<file path="config.mk">
export PLATFORM = sky130hd
export DESIGN_NAME = reset_brownout_power_seq
export DESIGN_NICKNAME = d
export VERILOG_FILES = /design/src/shared/rst_seq_pkg.sv /design/src/hw/reset_brownout_power_seq.sv
export SDC_FILE = /design/constraint.sdc
export NUM_CORES = 1
export LEC_CHECK = 0
export ABC_AREA = 1
export BUFFER_PORTS_ARGS = -buffer_cell sky130_fd_sc_hd__buf_2
export CAP_MARGIN = 40
export CELL_PAD_IN_SITES_DETAIL_PLACEMENT = 2
export CELL_PAD_IN_SITES_GLOBAL_PLACEMENT = 2
export CORE_MARGIN = 3
export CORE_UTILIZATION = 27
export DETAILED_ROUTE_END_ITERATION = 8
export PLACE_DENSITY_LB_ADDON = 0.15
export SYNTH_ARGS = -nofsm -noshare
export SYNTH_HDL_FRONTEND = slang
export SYNTH_SLANG_ARGS = --single-unit
export TNS_END_PERCENT = 1
</file>
<file path="constraint.sdc">
create_clock -name core_clk -period 1.4 [get_ports core_clk]
set_input_delay 0.28 -clock core_clk [delete_from_list [all_inputs] [get_ports core_clk]]
set_output_delay 0.28 -clock core_clk [all_outputs]
set_load 0.02 [all_outputs]
</file>
<file path="src/shared/rst_seq_pkg.sv">
// constants for the reset and power sequencer
package rst_seq_pkg;
    localparam int CLK_HZ = 10_000_000;
    // flash wake-up time, microseconds, least time: clock MHz truncated, at least 1 cycle
    localparam int FLASH_WAKE_US = 100;
    localparam int FLASH_WAKE_CYC = (FLASH_WAKE_US * (CLK_HZ / 1_000_000) + 0) > 0 ?
        FLASH_WAKE_US * (CLK_HZ / 1_000_000) : 1;
    // fixed clock count after oscillator runs
    localparam int FIXED_CLK_CNT = 16;
    localparam int CNT_W = 12;
    localparam logic [31:0] BOOT_VECTOR = 32'h0000_0000;
    localparam int NUM_EINT = 4;
    typedef enum logic [1:0] {
        ST_RESET = 2'b00,
        ST_WAIT = 2'b01,
        ST_RUN = 2'b11,
        ST_DPD = 2'b10
    } seq_state_t;
endpackage

</file>
<file path="src/hw/reset_brownout_power_seq.sv">
// reset merging, brownout and deep power-down sequencer
// Operation
// - deep power-down exit equals full chip reset
// - deep power-down wakes on alarm or reset pin
// - supply return after loss starts normal startup
// - battery RAM retention is left to its domain
// - reset from pin, watchdog, power-on, brownout
// - hold reset until pin, oscillator, count, flash
// - first fetch address is zero after release
// - registers reset while internal reset asserted
// - upper brownout stage raises interrupt request
// - interrupt gated by enable, level readable
// - lower brownout stage forces chip reset
// - brownout reset held, power-on below one volt
// - both brownout comparisons use hysteresis
// - enabled external interrupts wake from power-down
// - alarm output drives external power restore
// - run from internal RC oscillator after reset
// - flash blocked for wake-up time after wake
`timescale 1ns/1ps
`default_nettype none
module reset_brownout_power_seq
    import rst_seq_pkg::*;
(
    // clock and reset
    input wire logic core_clk,
    input wire logic sys_rst,
    // reset sources
    input wire logic ext_reset_n,
    input wire logic watchdog_timer_rst,
    input wire logic por_active,
    // supply comparators, raw analog outputs
    input wire logic vdd_below_upper,
    input wire logic vdd_above_upper_hys,
    input wire logic vdd_below_lower,
    input wire logic vdd_above_lower_hys,
    // oscillator and flash status
    input wire logic osc_running,
    input wire logic flash_init_done,
    // power control
    input wire logic dpd_request,
    input wire logic pd_active,
    input wire logic rtc_alarm,
    input wire logic [NUM_EINT-1:0] eint_in,
    input wire logic [NUM_EINT-1:0] eint_wake_en,
    input wire logic bod_irq_enable,
    // outputs
    output logic internal_rst,
    output logic [31:0] fetch_addr,
    output logic use_internal_rc_oscillator,
    output logic brownout_detector_irq,
    output logic brownout_detector_status,
    output logic flash_access_ok,
    output logic regulator_on,
    output logic pd_wake,
    output logic rtc_alarm_out
);
    seq_state_t state_r, state_nxt;
    logic [CNT_W-1:0] cnt_r, cnt_nxt;
    logic [2:0] ext_s_r, wdt_s_r, por_s_r, alarm_s_r;
    logic [2:0] up_lo_s_r, up_hi_s_r, lw_lo_s_r, lw_hi_s_r;
    logic [NUM_EINT-1:0] eint_s0_r, eint_s1_r, eint_s2_r;
    logic bod_irq_r, bod_rst_r, ext_f_r, wdt_f_r, por_f_r, alarm_f_r;
    logic [CNT_W-1:0] flash_cnt_r;
    logic flash_ok_r, rst_r;

    // three-stage sampling; a level counts once stages 2 and 3 agree
    always_ff @(posedge core_clk)
    begin
        ext_s_r <= {ext_s_r[1:0], ext_reset_n};
        wdt_s_r <= {wdt_s_r[1:0], watchdog_timer_rst};
        por_s_r <= {por_s_r[1:0], por_active};
        alarm_s_r <= {alarm_s_r[1:0], rtc_alarm};
        up_lo_s_r <= {up_lo_s_r[1:0], vdd_below_upper};
        up_hi_s_r <= {up_hi_s_r[1:0], vdd_above_upper_hys};
        lw_lo_s_r <= {lw_lo_s_r[1:0], vdd_below_lower};
        lw_hi_s_r <= {lw_hi_s_r[1:0], vdd_above_lower_hys};
        eint_s0_r <= eint_in;
        eint_s1_r <= eint_s0_r;
        eint_s2_r <= eint_s1_r;
    end

    wire ext_ag = ext_s_r[1] == ext_s_r[2];
    wire wdt_ag = wdt_s_r[1] == wdt_s_r[2];
    wire por_ag = por_s_r[1] == por_s_r[2];
    wire al_ag = alarm_s_r[1] == alarm_s_r[2];
    wire [NUM_EINT-1:0] eint_ag = ~(eint_s1_r ^ eint_s2_r);

    // filtered levels; a disagreement keeps the old value
    always_ff @(posedge core_clk)
    begin
        if (sys_rst)
        begin
            ext_f_r <= 1'b0;
            wdt_f_r <= 1'b0;
            por_f_r <= 1'b1;
            alarm_f_r <= 1'b0;
        end
        else
        begin
            if (ext_ag) ext_f_r <= ~ext_s_r[2];
            if (wdt_ag) wdt_f_r <= wdt_s_r[2];
            if (por_ag) por_f_r <= por_s_r[2];
            if (al_ag) alarm_f_r <= alarm_s_r[2];
        end
    end

    // hysteresis: set below threshold, clear only above the upper band
    wire up_set = up_lo_s_r[1] & up_lo_s_r[2];
    wire up_clr = up_hi_s_r[1] & up_hi_s_r[2];
    wire lw_set = lw_lo_s_r[1] & lw_lo_s_r[2];
    wire lw_clr = lw_hi_s_r[1] & lw_hi_s_r[2];
    always_ff @(posedge core_clk)
    begin
        if (sys_rst)
        begin
            bod_irq_r <= 1'b0;
            bod_rst_r <= 1'b0;
        end
        else
        begin
            // set wins over clear when both comparators are on
            bod_irq_r <= up_set | (bod_irq_r & ~up_clr);
            bod_rst_r <= lw_set | (bod_rst_r & ~lw_clr);
        end
    end

    assign brownout_detector_status = bod_irq_r;
    assign brownout_detector_irq = bod_irq_r & bod_irq_enable;

    // any source forces reset; por covers supply below brownout range
    wire any_src = ext_f_r | wdt_f_r | por_f_r | bod_rst_r;
    wire dpd_wake = alarm_f_r | ext_f_r;
    wire ready_all = ~ext_f_r & osc_running & flash_init_done;
    wire cnt_done = cnt_r == CNT_W'(FIXED_CLK_CNT);

    always_comb
    begin
        state_nxt = state_r;
        cnt_nxt = cnt_r;
        unique case (state_r)
            ST_RESET:
            begin
                cnt_nxt = '0;
                if (!any_src)
                    state_nxt = ST_WAIT;
            end
            ST_WAIT:
            begin
                if (osc_running && !cnt_done)
                    cnt_nxt = cnt_r + CNT_W'(1);
                if (any_src)
                    state_nxt = ST_RESET;
                else if (ready_all && cnt_done)
                    state_nxt = ST_RUN;
            end
            ST_RUN:
            begin
                if (any_src)
                    state_nxt = ST_RESET;
                else if (dpd_request)
                    state_nxt = ST_DPD;
            end
            ST_DPD:
            begin
                // no retention: leaving goes through a full reset
                if (dpd_wake || por_f_r)
                    state_nxt = ST_RESET;
            end
        endcase
    end

    always_ff @(posedge core_clk)
    begin
        if (sys_rst)
        begin
            state_r <= ST_RESET;
            cnt_r <= '0;
        end
        else
        begin
            state_r <= state_nxt;
            cnt_r <= cnt_nxt;
        end
    end

    // assert at once on a source, release only from a clocked state
    always_ff @(posedge core_clk)
    begin
        if (sys_rst)
            rst_r <= 1'b1;
        else
            rst_r <= state_nxt != ST_RUN;
    end
    assign internal_rst = rst_r | any_src | sys_rst;

    // flash wake-up counter after a power-down wake
    assign pd_wake = pd_active & |(eint_s2_r & eint_ag & eint_wake_en);
    always_ff @(posedge core_clk)
    begin
        if (sys_rst || internal_rst || pd_active)
        begin
            flash_cnt_r <= '0;
            flash_ok_r <= 1'b0;
        end
        else if (flash_cnt_r == CNT_W'(FLASH_WAKE_CYC - 1))
            flash_ok_r <= 1'b1;
        else
            flash_cnt_r <= flash_cnt_r + CNT_W'(1);
    end
    // gate at once: the counter clears only on the next edge after a reset hits
    assign flash_access_ok = flash_ok_r & ~internal_rst;

    always_ff @(posedge core_clk)
    begin
        if (sys_rst)
            fetch_addr <= BOOT_VECTOR;
        else if (internal_rst)
            fetch_addr <= BOOT_VECTOR;
    end

    assign use_internal_rc_oscillator = 1'b1; // no clock switch logic here
    assign regulator_on = state_r != ST_DPD; // battery ram lives elsewhere
    assign rtc_alarm_out = alarm_f_r;
endmodule // reset_brownout_power_seq
`default_nettype wire

</file>
Yosys cells after proc, flatten, opt, wreduce, memory -nomap -nowiden
Index checks and enable logic that the tools add are counted.
{"block": "totals", "register_bits": 70, "input_bits": 23, "out_inout_bits": 40, "word_cells": 83}
{"block": "op_classes", "n_addsub": 2, "eq_ne": 12, "muxes": 9, "bitwise": 28, "n_reduce_logical": 10}
{"op": "$add A12 B1 Y12 const B", "count": 2}
{"op": "$pmux W12 S2", "count": 1}
{"op": "$eq A12 B10 Y1 const B", "count": 1}
{"op": "$eq A12 B5 Y1 const B", "count": 1}
{"op": "$mux W12", "count": 1}
{"op": "$mux W2", "count": 6}
{"op": "$and A1 B1 Y1", "count": 11}
{"op": "$and A4 B4 Y4", "count": 2}
{"op": "$or A1 B1 Y1", "count": 8}
{"op": "$pmux W2 S4", "count": 1}
{"op": "$ne A2 B2 Y1 const B", "count": 3}
{"op": "$not A1 Y1", "count": 5}
{"op": "$eq A1 B1 Y1", "count": 4}
{"op": "$eq A2 B2 Y1 const B", "count": 2}
{"op": "$not A4 Y4", "count": 1}
{"op": "$reduce_or A4 Y1", "count": 1}
{"op": "$xor A4 B4 Y4", "count": 1}
{"op": "$logic_or A1 B1 Y1", "count": 3}
{"op": "$eq A2 B1 Y1 const B", "count": 1}
{"op": "$logic_and A1 B1 Y1", "count": 2}
{"op": "$logic_not A2 Y1", "count": 1}
{"op": "$reduce_and A2 Y1", "count": 1}
{"op": "$reduce_bool A2 Y1", "count": 1}
{"op": "$logic_not A1 Y1", "count": 1}

Depth between registers and ports, before layout
Gate-level depths: netlist of the first run.
{"block": "logic_depth", "ltp_word": 8, "ltp_mapped": 12}

Least setup slack after synthesis of the first run
No wires, ideal clock.
{"block": "synth_path", "kind": "register to output", "start": "register por_f_r", "end": "output flash_access_ok", "arrival_ps": 1153, "required_time_ps": 1120, "path_slack_ps": -33, "path_stages_with_launch": 6, "n_path_buf": 0, "path_cell_list": "dfxtp_1 -> nor2_1 -> nand2_1 -> nor2_2 -> nand2_1 -> nor2_1"}
{"block": "synth_between", "elab_chain_len": 6}
{"element": "start, declared", "line_no": "reset_brownout_power_seq.sv:63", "rtl": "logic bod_irq_r, bod_rst_r, ext_f_r, wdt_f_r, por_f_r, alarm_f_r;"}
{"element": "start signal, assigned", "line_no": "reset_brownout_power_seq.sv:103", "rtl": "if (por_ag) por_f_r <= por_s_r[2];"}
{"element": "$or A1 B1 Y1 (2 in series)", "line_no": "reset_brownout_power_seq.sv:132", "rtl": "wire any_src = ext_f_r | wdt_f_r | por_f_r | bod_rst_r;"}
{"element": "$or A1 B1 Y1 (2 in series)", "line_no": "reset_brownout_power_seq.sv:195", "rtl": "assign internal_rst = rst_r | any_src | sys_rst;"}
{"element": "named net internal_rst", "line_no": "reset_brownout_power_seq.sv:48", "rtl": "output logic internal_rst,"}
{"element": "$not A1 Y1", "line_no": "reset_brownout_power_seq.sv:212", "rtl": "assign flash_access_ok = flash_ok_r & ~internal_rst;"}
{"element": "$and A1 B1 Y1", "line_no": "reset_brownout_power_seq.sv:212"}
{"element": "end, declared", "line_no": "reset_brownout_power_seq.sv:53", "rtl": "output logic flash_access_ok,"}
The timed path passes the listed nets, and every way through them passes these cells.

Final worst setup path of the first run
{"block": "layout_path", "start": "register ext_f_r", "end": "register rst_r"}
{"block": "layout_between", "elab_chain_len": 8, "elab_cells_between_ends": 16}
{"element": "start, declared", "line_no": "reset_brownout_power_seq.sv:63"}
{"element": "start signal, assigned", "line_no": "reset_brownout_power_seq.sv:101", "rtl": "if (ext_ag) ext_f_r <= ~ext_s_r[2];"}
{"element": "$not A1 Y1", "line_no": "reset_brownout_power_seq.sv:134", "rtl": "wire ready_all = ~ext_f_r & osc_running & flash_init_done;"}
{"element": "$and A1 B1 Y1 (2 in series)", "line_no": "reset_brownout_power_seq.sv:134"}
{"element": "$logic_and A1 B1 Y1", "line_no": "reset_brownout_power_seq.sv:154", "rtl": "else if (ready_all && cnt_done)"}
{"element": "$mux W2", "line_no": "reset_brownout_power_seq.sv:154"}
{"element": "$mux W2", "line_no": "reset_brownout_power_seq.sv:152", "rtl": "if (any_src)"}
{"element": "$pmux W2 S4 (*)", "line_no": "reset_brownout_power_seq.sv:141", "rtl": "unique case (state_r)"}
{"element": "$ne A2 B2 Y1 (*)", "line_no": "reset_brownout_power_seq.sv:193", "rtl": "rst_r <= state_nxt != ST_RUN;"}
{"element": "end signal, assigned", "line_no": "reset_brownout_power_seq.sv:191", "rtl": "rst_r <= 1'b1;"}
{"element": "end signal, assigned", "line_no": "reset_brownout_power_seq.sv:193"}
{"element": "end, declared", "line_no": "reset_brownout_power_seq.sv:65", "rtl": "logic flash_ok_r, rst_r;"}
Mark *: on every way between the ends. The rest lies on a longest branch, timed or not.
A chain may end at the register's enable or synchronous reset.

==> impl_metrics.yaml, run 1 <==
clocking:
  h-tree-depth: 3
  cts.path.max_buffers: 2
  ctsRootBufferMaster: "sky130_fd_sc_hd__clkbuf_8"
  cts_tree: "built"
  cts.sinks: 70
  cts_made_buffers: 9
  reg_clk_slew_reported_paths_ns: 0.09
  worst_skew_pair.late_latency_ns: 0.35
sta:
  timing.clock.skew_ns: 0.0151
  final_max_slew_viols: 0
  rsz0062_at_grt: "yes"
  period_needed_ns: 1.63
  finalSetupTns_ns: -0.895
  worst_setup_slack_final_ns: -0.233
  final_count_of_negative_setup_slack_endpoints: 11
  post-route-period-util_pct: 117
  clock.fmax_mhz: 612
  report.final.hold_viol_count: 0
layout:
  n_antenna_cell: 0
  flow.area_growth_from_synthesis_pct: 31.3
  utilization_pct: 37.0
  final_common_cell: "sky130_fd_sc_hd__nand2_1"
  drive_above_1_share_pct: 33.2
  layout.cells.most_common_list: "sky130_fd_sc_hd__nand2_1, sky130_fd_sc_hd__dfxtp_1, sky130_fd_sc_hd__nor2_1, sky130_fd_sc_hd__conb_1, sky130_fd_sc_hd__buf_4"
  nets: 446
setup_path:
  worst-setup-path-type: "reg2reg"
  worst-endpoint-required_ns: 1.64
  critical_path.startpoint_type: "register"
  crit_arrival_ns: 1.87
  critPathMaxStageDelay_ns: 0.34
  path_max_fanout: 2
  critical-path-top-cell-by-count: "sky130_fd_sc_hd__buf_4"
  critPathSlowestCell: "sky130_fd_sc_hd__dfxtp_2"
  timing.critical_path.to_type: "register"
  startpoint: "ext_f_r$_SDFFE_PP0N_"
  rr_startpoint: "ext_f_r$_SDFFE_PP0N_"
  crit_chain: "nor2_4, buf_4, buf_4, buf_4, buf_4, buf_4, nand3_2, nor2_2, nand3_1, nand2_1, nand2_2, nand2_1, nand2_1"
logic_synthesis:
  yosysWarningCount: 0
  netlist_instances: 345
  post_synth_num_cell_types: 30
  syn_area_mm2: 0.00280
  yosysSeqAreaShare_pct: 50.1
  syn_area_per_cell_um2: 8.10
  synth_seq_cells: 70
floorplanning:
  design.die.area_mm2: 0.0116
  row_count: 36
  starting_density_of_the_core_pct: 28.2
  floorplan.core_area_mm2: 0.00991
  boundaryPins: 63
  die_width_um: 108
  die_h_um: 108
placement:
  gpl.final_weighted_congestion: 0.720
  port-buffer-count: 29
  post-dp-hpwl_um: 5290
power:
  ir_worst_vdd_v: 0.000533
  power.density_cell_area_mw_per_mm2: 1160
  combinationalPowerShare_pct: 6.4
  power.switching_fraction_pct: 25.2
  net-switching-power_mw: 1.08
  power_report.internal_total_mw: 3.19
  power.share.sequential_pct: 49.0
  clkPwrFrac_pct: 44.6
  power.static_leakage_nw: 1.61
grt:
  grt_util_all_layers_pct: 13.9
  grt_first_pass_wirelength_um: 12500
  grt_antenna_before_repair: 0
  grt_start_max_net_pins: 15
  grt-ovfl-total: 0
  first_global_vias: 2530
routing:
  dr_total_vias: 2349
  drc: 0
  first_iter_violations: 60
  antenna_left: 0
  viasPerCell: 4.21
  dr.pass1.iters: 4
  routed_wirelength_um: 7430
  route.detailed.wl_per_inst_um: 13.3
worst_hold_path:
  hold_path.startpoint: "vdd_below_upper"
  hold_class: "in2reg"
run_status:
  failed_checks: "negative setup slack"
  run_status: "finished, violations left"
flow_run:
  drv.max_cap_violation_count: 0
-- routing by layer --
layer | vias to the layer above | track usage [%] | routed length [um]
met3 | 12 | 4.08 | 296
met5 | - | 0 | 0
met2 | 42 | 25.0 | 3930
met1 | 1119 | 15.5 | 3070
met4 | 0 | 4.60 | 129
li1 | 1176 | - | -
-- synth_stat cells (all sizes together) --
cell type / n / area share (%)
a41oi: 1 / 0.31
clkbuf: 1 / 0.13
o21ai: 9 / 1.6
nand3: 27 / 5.2
dfxtp: 70 / 50
or3: 1 / 0.22
ha: 3 / 1.3
and2: 1 / 0.22
inv: 37 / 5.0
conb: 2 / 0.27
nor2: 46 / 6.7
a211oi: 1 / 0.27
buf: 34 / 9.3
maj3: 1 / 0.36
nand4: 3 / 0.67
nand2: 74 / 11
nor4: 2 / 0.98
a21oi: 21 / 3.8
xor2: 3 / 0.94
nand3b: 2 / 0.54
nor3: 6 / 1.3
-- power by group through the flow --
stage | logic (mW) | registers, mW | clock network, mW
after global placement | 0.206 | 2.13 | 0
after global routing | 0.300 | 2.10 | 2.09
final | 0.272 | 2.09 | 1.90
after CTS | 0.249 | 2.09 | 1.98
after floorplan | 0.201 | 2.13 | 0
after detailed placement | 0.210 | 2.13 | 0
-- cells by family after synthesis --
logic type	count (synthesis)	share of synthesized area, %
adders and majority gates	4	1.70
buffers and inverters	72	14.4
DFF	70	50.1
and+or+nand+nor	162	26.6
xor gates and xnor gates	3	0.940
AOI/OAI and AO/OA	32	5.95
other	2	0.269
-- critical path, delay by kind of cell (launching register included) --
kind                   cells  cell delay [ns]
buffers and inverters      5             0.48
DFF                        1             0.34
and+or+nand+nor            8             0.70
-- sequential cells by signal, summed over array words and instances, names as in the netlist, 2 cells and up --
name	flops
por_s_r	3
cnt_r	12
up_hi_s_r	3
eint_s2_r	4
ext_s_r	3
lw_lo_s_r	3
state_r	2
eint_s0_r	4
alarm_s_r	3
up_lo_s_r	3
wdt_s_r	3
lw_hi_s_r	3
flash_cnt_r	12
eint_s1_r	4
-- area by class of cell --
| cell class | count | area, um^2 |
|---|---|---|
| multi-input cells | 234 | 1240 |
| flip-flops and latches | 70 | 1420 |
| fillers | 1171 | 6240 |
| repair buffers | 68 | 474 |
| inverters | 37 | 141 |
| clock buffers | 9 | 124 |
| well taps | 133 | 166 |
| clock inverters | 7 | 106 |
-- stage by stage --
stage | hold WS [ns] | power [mW] | cells | worst slack [ns] | cell area, um^2
final | 0.0212 | 4.27 | 558 | -0.233 | 3670
after floorplan | 0.308 | 2.33 | 376 | 0.0383 | 2910
after CTS | 0.000950 | 4.32 | 553 | -0.239 | 3530
after global placement | 0.311 | 2.33 | 527 | -0.0148 | 3140
after global routing | 0.00221 | 4.49 | 558 | -0.395 | 3670
after detailed placement | 0.313 | 2.34 | 527 | -0.0919 | 3140
-- path summary, 6_finish.rpt --
path / depth (start not counted) / to / slack, ns
setup / recovery: 13 / rst_r$_SDFF_PP1_ / -0.23
hold / removal: 1 / up_lo_s_r[0]$_DFF_P_ / 0.02
setup reg to reg: 13 / rst_r$_SDFF_PP1_ / -0.23
hold reg to reg: 0 / eint_s1_r[3]$_DFF_P_ / 0.33
-- repair_timing --
| item | 4_1_cts | 5_1_grt |
|---|---|---|
| pin swaps | 7 | 7 |
| hold buffers | 2 | 5 |
| setup buffers | 8 | 1 |
| endpoints found under the hold margin | 2 | 5 |
| setup endpoints to repair | 17 | 28 |
| gates resized for setup | 23 | 33 |
Power figures use the tool's default switching activity.
==> run 2: changes to the inputs <==
PLACE_DENSITY_LB_ADDON = 0.1   (was 0.15)
==> run 2 against run 1 <==
The run still ends with negative setup slack left. Clock power down 14%. Non-clock buffer count up 3. Setup slack better by 0.053 ns. Clock skew down 0.0037 ns.
==> impl_metrics.yaml, run 2 (synthesized netlist as in run 1, its figures left out) <==
sta:
  post-route-period-util_pct: 113
  final_max_slew_viols: 0
  report.final.hold_viol_count: 0
  period_needed_ns: 1.58
  timing.clock.skew_ns: 0.0114
  worst_setup_slack_final_ns: -0.180
  final_count_of_negative_setup_slack_endpoints: 9
  rsz0062_at_grt: "yes"
  clock.fmax_mhz: 633
grt:
  grt_start_max_net_pins: 17
  grt_first_pass_wirelength_um: 12000
  first_global_vias: 2543
  grt_util_all_layers_pct: 13.2
  grt_antenna_before_repair: 0
  grt-ovfl-total: 0
power:
  power.static_leakage_nw: 1.61
  power.density_cell_area_mw_per_mm2: 1100
  ir_worst_vdd_v: 0.000484
routing:
  drc: 0
  viasPerCell: 4.16
  antenna_left: 0
  route.detailed.wl_per_inst_um: 13.0
  routed_wirelength_um: 7270
  first_iter_violations: 50
  dr.pass1.iters: 4
  dr_total_vias: 2335
clocking:
  cts_tree: "built"
  reg_clk_slew_reported_paths_ns: 0.09
  cts_made_buffers: 9
  worst_skew_pair.late_latency_ns: 0.35
  cts.path.max_buffers: 2
  ctsRootBufferMaster: "sky130_fd_sc_hd__clkbuf_8"
  h-tree-depth: 3
  cts.sinks: 70
placement:
  place_ws_ns: -0.137
  gpl.final_weighted_congestion: 0.736
  dpl_cell_area_mm2: 0.00317
  dp.cells: 530
  port-buffer-count: 29
  post-dp-hpwl_um: 5410
layout:
  flow.area_growth_from_synthesis_pct: 29.8
  layout.cells.most_common_list: "sky130_fd_sc_hd__nand2_1, sky130_fd_sc_hd__dfxtp_1, sky130_fd_sc_hd__buf_4, sky130_fd_sc_hd__nor2_1, sky130_fd_sc_hd__conb_1"
  n_antenna_cell: 0
  nets: 449
  layout.cell_area.non_filler_mm2: 0.00363
  final_common_cell: "sky130_fd_sc_hd__nand2_1"
  finish.cell_count_without_fillers: 561
  largest_registers: "cnt_r x12, flash_cnt_r x12"
  utilization_pct: 36.6
  drive_above_1_share_pct: 32.9
floorplanning:
  die_width_um: 108
  row_count: 36
  design.die.area_mm2: 0.0116
  starting_density_of_the_core_pct: 28.2
  boundaryPins: 63
  floorplan.core_area_mm2: 0.00991
  die_h_um: 108
setup_path:
  timing.critical_path.to_type: "register"
  worst-setup-path-type: "reg2reg"
  worst-endpoint-required_ns: 1.65
  critical_path.startpoint_type: "register"
  r2r_slack_ns: -0.18
  crit_arrival_ns: 1.83
  path_max_fanout: 2
flow_run:
  drv.max_cap_violation_count: 0
worst_hold_path:
  hold_class: "in2reg"
run_status:
  run_status: "finished, violations left"
  failed_checks: "negative setup slack"
[run 2: layout make-up]
type                    count  area, um^2
flip-flops and latches     70        1420
inverters                  37         141
repair buffers             71         487
clock buffers               9         124
fillers                  1181        6280
multi-input cells         234        1210
clock inverters             7        73.8
well taps                 133         166
[run 2: power breakdown]
part,internal (mW),switching [mW],total (mW)
Combinational,0.101,0.166,0.267
Sequential,2.06,0.0313,2.09
Clock,0.705,0.933,1.64
Total,2.86,1.13,3.99
[run 2: what timing repair did]
item / 4_1_cts / 5_1_grt
gates resized for setup: 27 / 23
hold buffers: 1 / 3
hold endpoints to repair: 1 / 3
setup endpoints to repair: 18 / 30
pin swaps: 6 / 10
buffers inserted: 9 / 2
[run 2: through the flow]
step                TNS (ns)  power [mW]  hold WS (ns)
floorplan                  0        2.33         0.308
global placement      -0.282        2.33         0.310
detailed placement    -0.848        2.34         0.313
CTS                    -1.03        4.06      0.000629
global route           -3.50        4.19     -0.000228
finish                -0.817        3.99        0.0225
[run 2: metal layers]
layer	part of all wire, %	global-route usage, %	vias to the layer above
met5	0	0	-
met4	1.2	4.87	0
met3	3.2	3.18	6
met2	54	24.0	36
met1	42	14.9	1117
li1	-	-	1176
[run 2: path summary, 6_finish.rpt]
path / start / to / cells past startpoint
setup / recovery: ext_f_r$_SDFFE_PP0N_ / rst_r$_SDFF_PP1_ / 13
setup reg to reg: ext_f_r$_SDFFE_PP0N_ / rst_r$_SDFF_PP1_ / 13
hold reg to reg: wdt_s_r[0]$_DFF_P_ / wdt_s_r[1]$_DFF_P_ / 0
hold / removal: ext_reset_n / ext_s_r[0]$_DFF_P_ / 1
[run 2: worst max-delay path, stage by stage (launching register included)]
cell and delay [ns]:
sky130_fd_sc_hd__dfxtp_2 0.34, sky130_fd_sc_hd__nor2_4 0.11, sky130_fd_sc_hd__buf_4 0.11, sky130_fd_sc_hd__buf_4 0.09, sky130_fd_sc_hd__buf_4 0.10, sky130_fd_sc_hd__buf_4 0.09, sky130_fd_sc_hd__buf_4 0.10, sky130_fd_sc_hd__nand3_2 0.07
sky130_fd_sc_hd__nor2_2 0.10, sky130_fd_sc_hd__nand3_1 0.10, sky130_fd_sc_hd__nand2_1 0.09, sky130_fd_sc_hd__nand2_1 0.08, sky130_fd_sc_hd__nand2_1 0.06, sky130_fd_sc_hd__nand2_1 0.05
==> run 3: changes to the inputs <==
ABC_AREA = 0   (was 1)
CORE_UTILIZATION = 29   (was 27)
REMOVE_ABC_BUFFERS = 1   (was not set)
==> run 3 against run 2 <==
The run still ends with negative setup slack left. Die area down 12%. Combinational power down 18%. Clock power up 12%. Synthesized area down 6.2%. Via count down 11%. Sequential power about the same. Non-clock buffer count up 9. Fmax down 24%. Sequential cell count unchanged. Wire length down 8.7%. Global-route usage up 0.81 points. Setup slack worse by 0.50 ns. Critical path type is now reg2out. Largest cell class unchanged.
==> impl_metrics.yaml, run 3 <==
routing:
  route.detailed.wl_per_inst_um: 14.3
  dr.pass1.iters: 4
  routed_wirelength_um: 6640
  dr_total_vias: 2088
  viasPerCell: 4.49
  first_iter_violations: 23
  drc: 0
  antenna_left: 0
logic_synthesis:
  synth_simple_gate_area_share_pct: 21.6
  yosys-top-cells-area: "sky130_fd_sc_hd__dfxtp_1, sky130_fd_sc_hd__buf_4, sky130_fd_sc_hd__nor2_1"
  synth_seq_cells: 70
  syn_area_per_cell_um2: 9.79
  synth_common_cells: "sky130_fd_sc_hd__dfxtp_1, sky130_fd_sc_hd__buf_4, sky130_fd_sc_hd__nor2_1"
  synth_xor_xnor_area_share_pct: 4.01
  muxShareOfSynthArea_pct: 0.763
  yosysSeqAreaShare_pct: 53.4
  synth_area_leader_cell: "sky130_fd_sc_hd__dfxtp_1"
  yosysWarningCount: 0
  yosys.area_share.adder_pct: 1.43
  post_synth_num_cell_types: 44
  synth_flop_cell: "sky130_fd_sc_hd__dfxtp_1"
  synth-async-reset-ratio_pct: 0
  synth-compound-area-share_pct: 7.06
  yosysMostFrequentCell: "sky130_fd_sc_hd__dfxtp_1"
  syn_area_mm2: 0.00262
  netlist_instances: 268
  main_combinational_cell_family_by_area_after_synthesis: "simple AND/OR/NAND/NOR gates"
  post-synth-top-area-fraction_pct: 53.4
  synth_enable_flop_cells: 0
clocking:
  ctsRootBufferMaster: "sky130_fd_sc_hd__clkbuf_8"
  cts_made_buffers: 9
  worst_skew_pair.late_latency_ns: 0.35
  h-tree-depth: 3
  cts_tree: "built"
  cts.path.max_buffers: 2
  holdBufCountCts: 0
  cts.sinks: 70
  reg_clk_slew_reported_paths_ns: 0.09
sta:
  clock.fmax_mhz: 481
  period_needed_ns: 2.08
  report.final.hold_viol_count: 0
  post-route-period-util_pct: 148
  worst_setup_slack_final_ns: -0.679
  rsz0062_at_grt: "yes"
  final_count_of_negative_setup_slack_endpoints: 27
  final_max_slew_viols: 0
  timing.clock.skew_ns: 0.0147
  worst_hold_slack_across_all_endpoints_ns: 0.0381
layout:
  layout.cells.most_common_list: "sky130_fd_sc_hd__dfxtp_1, sky130_fd_sc_hd__buf_4, sky130_fd_sc_hd__conb_1, sky130_fd_sc_hd__nor2_1, sky130_fd_sc_hd__buf_2"
  flow.area_growth_from_synthesis_pct: 34.6
  seq_area_mm2: 0.00141
  final_common_cell: "sky130_fd_sc_hd__dfxtp_1"
  layout.cell_area.non_filler_mm2: 0.00353
  fill_count: 964
  n_antenna_cell: 0
  multi_input_area_mm2: 0.00116
  nets: 379
  drive_above_1_share_pct: 37.3
  utilization_pct: 40.3
  largest_registers: "cnt_r x12, flash_cnt_r x12"
setup_path:
  r2r_cells: 4
  crit_chain: "or4_4, or3_4, nor2_2, buf_6"
  worst-path-stages: 4
  timing.critical_path.to_type: "output port"
  critPathTopFamily: "simple AND/OR/NAND/NOR gates"
  crit_arrival_ns: 1.80
  critical_path_buf_inv_count: 1
  path_max_fanout: 3
  critPathMaxStageDelay_ns: 0.54
  worst-endpoint-required_ns: 1.12
  worst-setup-path-type: "reg2out"
  critical_path.startpoint_type: "register"
  critPathSlowestCell: "sky130_fd_sc_hd__or4_4"
run_status:
  failed_checks: "negative setup slack"
  run_status: "finished, violations left"
placement:
  gpl.final_weighted_congestion: 0.706
  port-buffer-count: 29
  place_ws_ns: -0.358
  post-dp-hpwl_um: 4810
  dpl_cell_area_mm2: 0.00313
grt:
  grt_start_max_net_pins: 14
  grt_antenna_before_repair: 0
  grt-ovfl-total: 0
  first_global_vias: 2273
  grt_util_all_layers_pct: 14.0
  grt_first_pass_wirelength_um: 11000
floorplanning:
  row_count: 34
  floorplan.core_area_mm2: 0.00876
  starting_density_of_the_core_pct: 29.9
  design.die.area_mm2: 0.0102
  die_width_um: 101
  die_h_um: 101
  boundaryPins: 63
power:
  ir_worst_vdd_v: 0.000710
  net-switching-power_mw: 1.00
  power.density_cell_area_mw_per_mm2: 1170
  combinationalPowerShare_pct: 5.3
  power.switching_fraction_pct: 24.2
  clkPwrFrac_pct: 44.4
  power_report.internal_total_mw: 3.14
  power.static_leakage_nw: 1.46
  power.share.sequential_pct: 50.3
  report.power.total_mw: 4.14
flow_run:
  drv.max_cap_violation_count: 0
worst_hold_path:
  hold_depth: 1
  hold_class: "in2reg"
## run 3: changes by cell type after synthesis, sizes merged, moves of 7 or more
cell | before | now
inv | 37 | 8
a21oi | 21 | 10
nand2 | 74 | 21
nor2 | 46 | 28
nand3 | 27 | 11
or4 | 0 | 8
xnor2 | 0 | 7
## run 3: area by class of cell
type                    instances  share of cell area [%]
clock buffers                   9                    3.51
clock inverters                 6                    2.66
inverters                       8                   0.851
multi-input cells             184                    33.0
flip-flops and latches         70                    40.1
well taps                     108                    3.83
repair buffers                 80                    16.1
## run 3: timing repair
item / 4_1_cts / 5_1_grt
pin swaps: 21 / 6
gates resized for setup: 30 / 21
endpoints found under the hold margin: 0 / 0
buffers inserted: 0 / 0
setup endpoints to repair: 28 / 28
## run 3: kinds of logic (layout without fill, tap and decap cells)
| family | after synthesis | in the layout |
|---|---|---|
| DFF | 70 | 70 |
| AOI/OAI and AO/OA | 29 | 29 |
| buffers and inverters | 45 | 103 |
| muxes | 2 | 2 |
| xor gates and xnor gates | 12 | 12 |
| other | 2 | 33 |
| and+or+nand+nor | 105 | 105 |
| adders and majority gates | 3 | 3 |
## run 3: per-layer routing
metal | global-route usage, % | up-vias | routed length (um)
li1 | - | 1018 | -
met1 | 16.0 | 1014 | 2840
met2 | 25.2 | 49 | 3420
met3 | 3.81 | 7 | 305
met4 | 4.60 | 0 | 78
met5 | 0 | - | 0
## run 3: power groups by stage
stage / logic (mW) / clock network, mW / registers, mW
floorplan: 0.118 / 0 / 2.13
global placement: 0.210 / 0 / 2.13
detailed placement: 0.215 / 0 / 2.13
CTS: 0.220 / 1.90 / 2.08
global route: 0.245 / 1.99 / 2.09
finish: 0.220 / 1.84 / 2.08
## run 3: worst paths after layout
kind	endpoint	slack [ns]	from
worst max-delay path	flash_access_ok	-0.68	por_f_r$_SDFFE_PP1N_
worst min-delay path	eint_s0_r[1]$_DFF_P_	0.04	eint_in[1]
worst max register to register	flash_cnt_r[2]$_SDFFE_PP0P_	-0.35	por_f_r$_SDFFE_PP1N_
worst min register to register	wdt_s_r[1]$_DFF_P_	0.33	wdt_s_r[0]$_DFF_P_
## run 3: per-stage QoR
stage	TNS (ns)	instances
3_5_place_dp	-6.07	450
4_1_cts	-6.21	465
3_3_place_gp	-4.97	450
6_report	-6.04	465
5_1_grt	-8.20	465
2_1_floorplan	-4.19	262
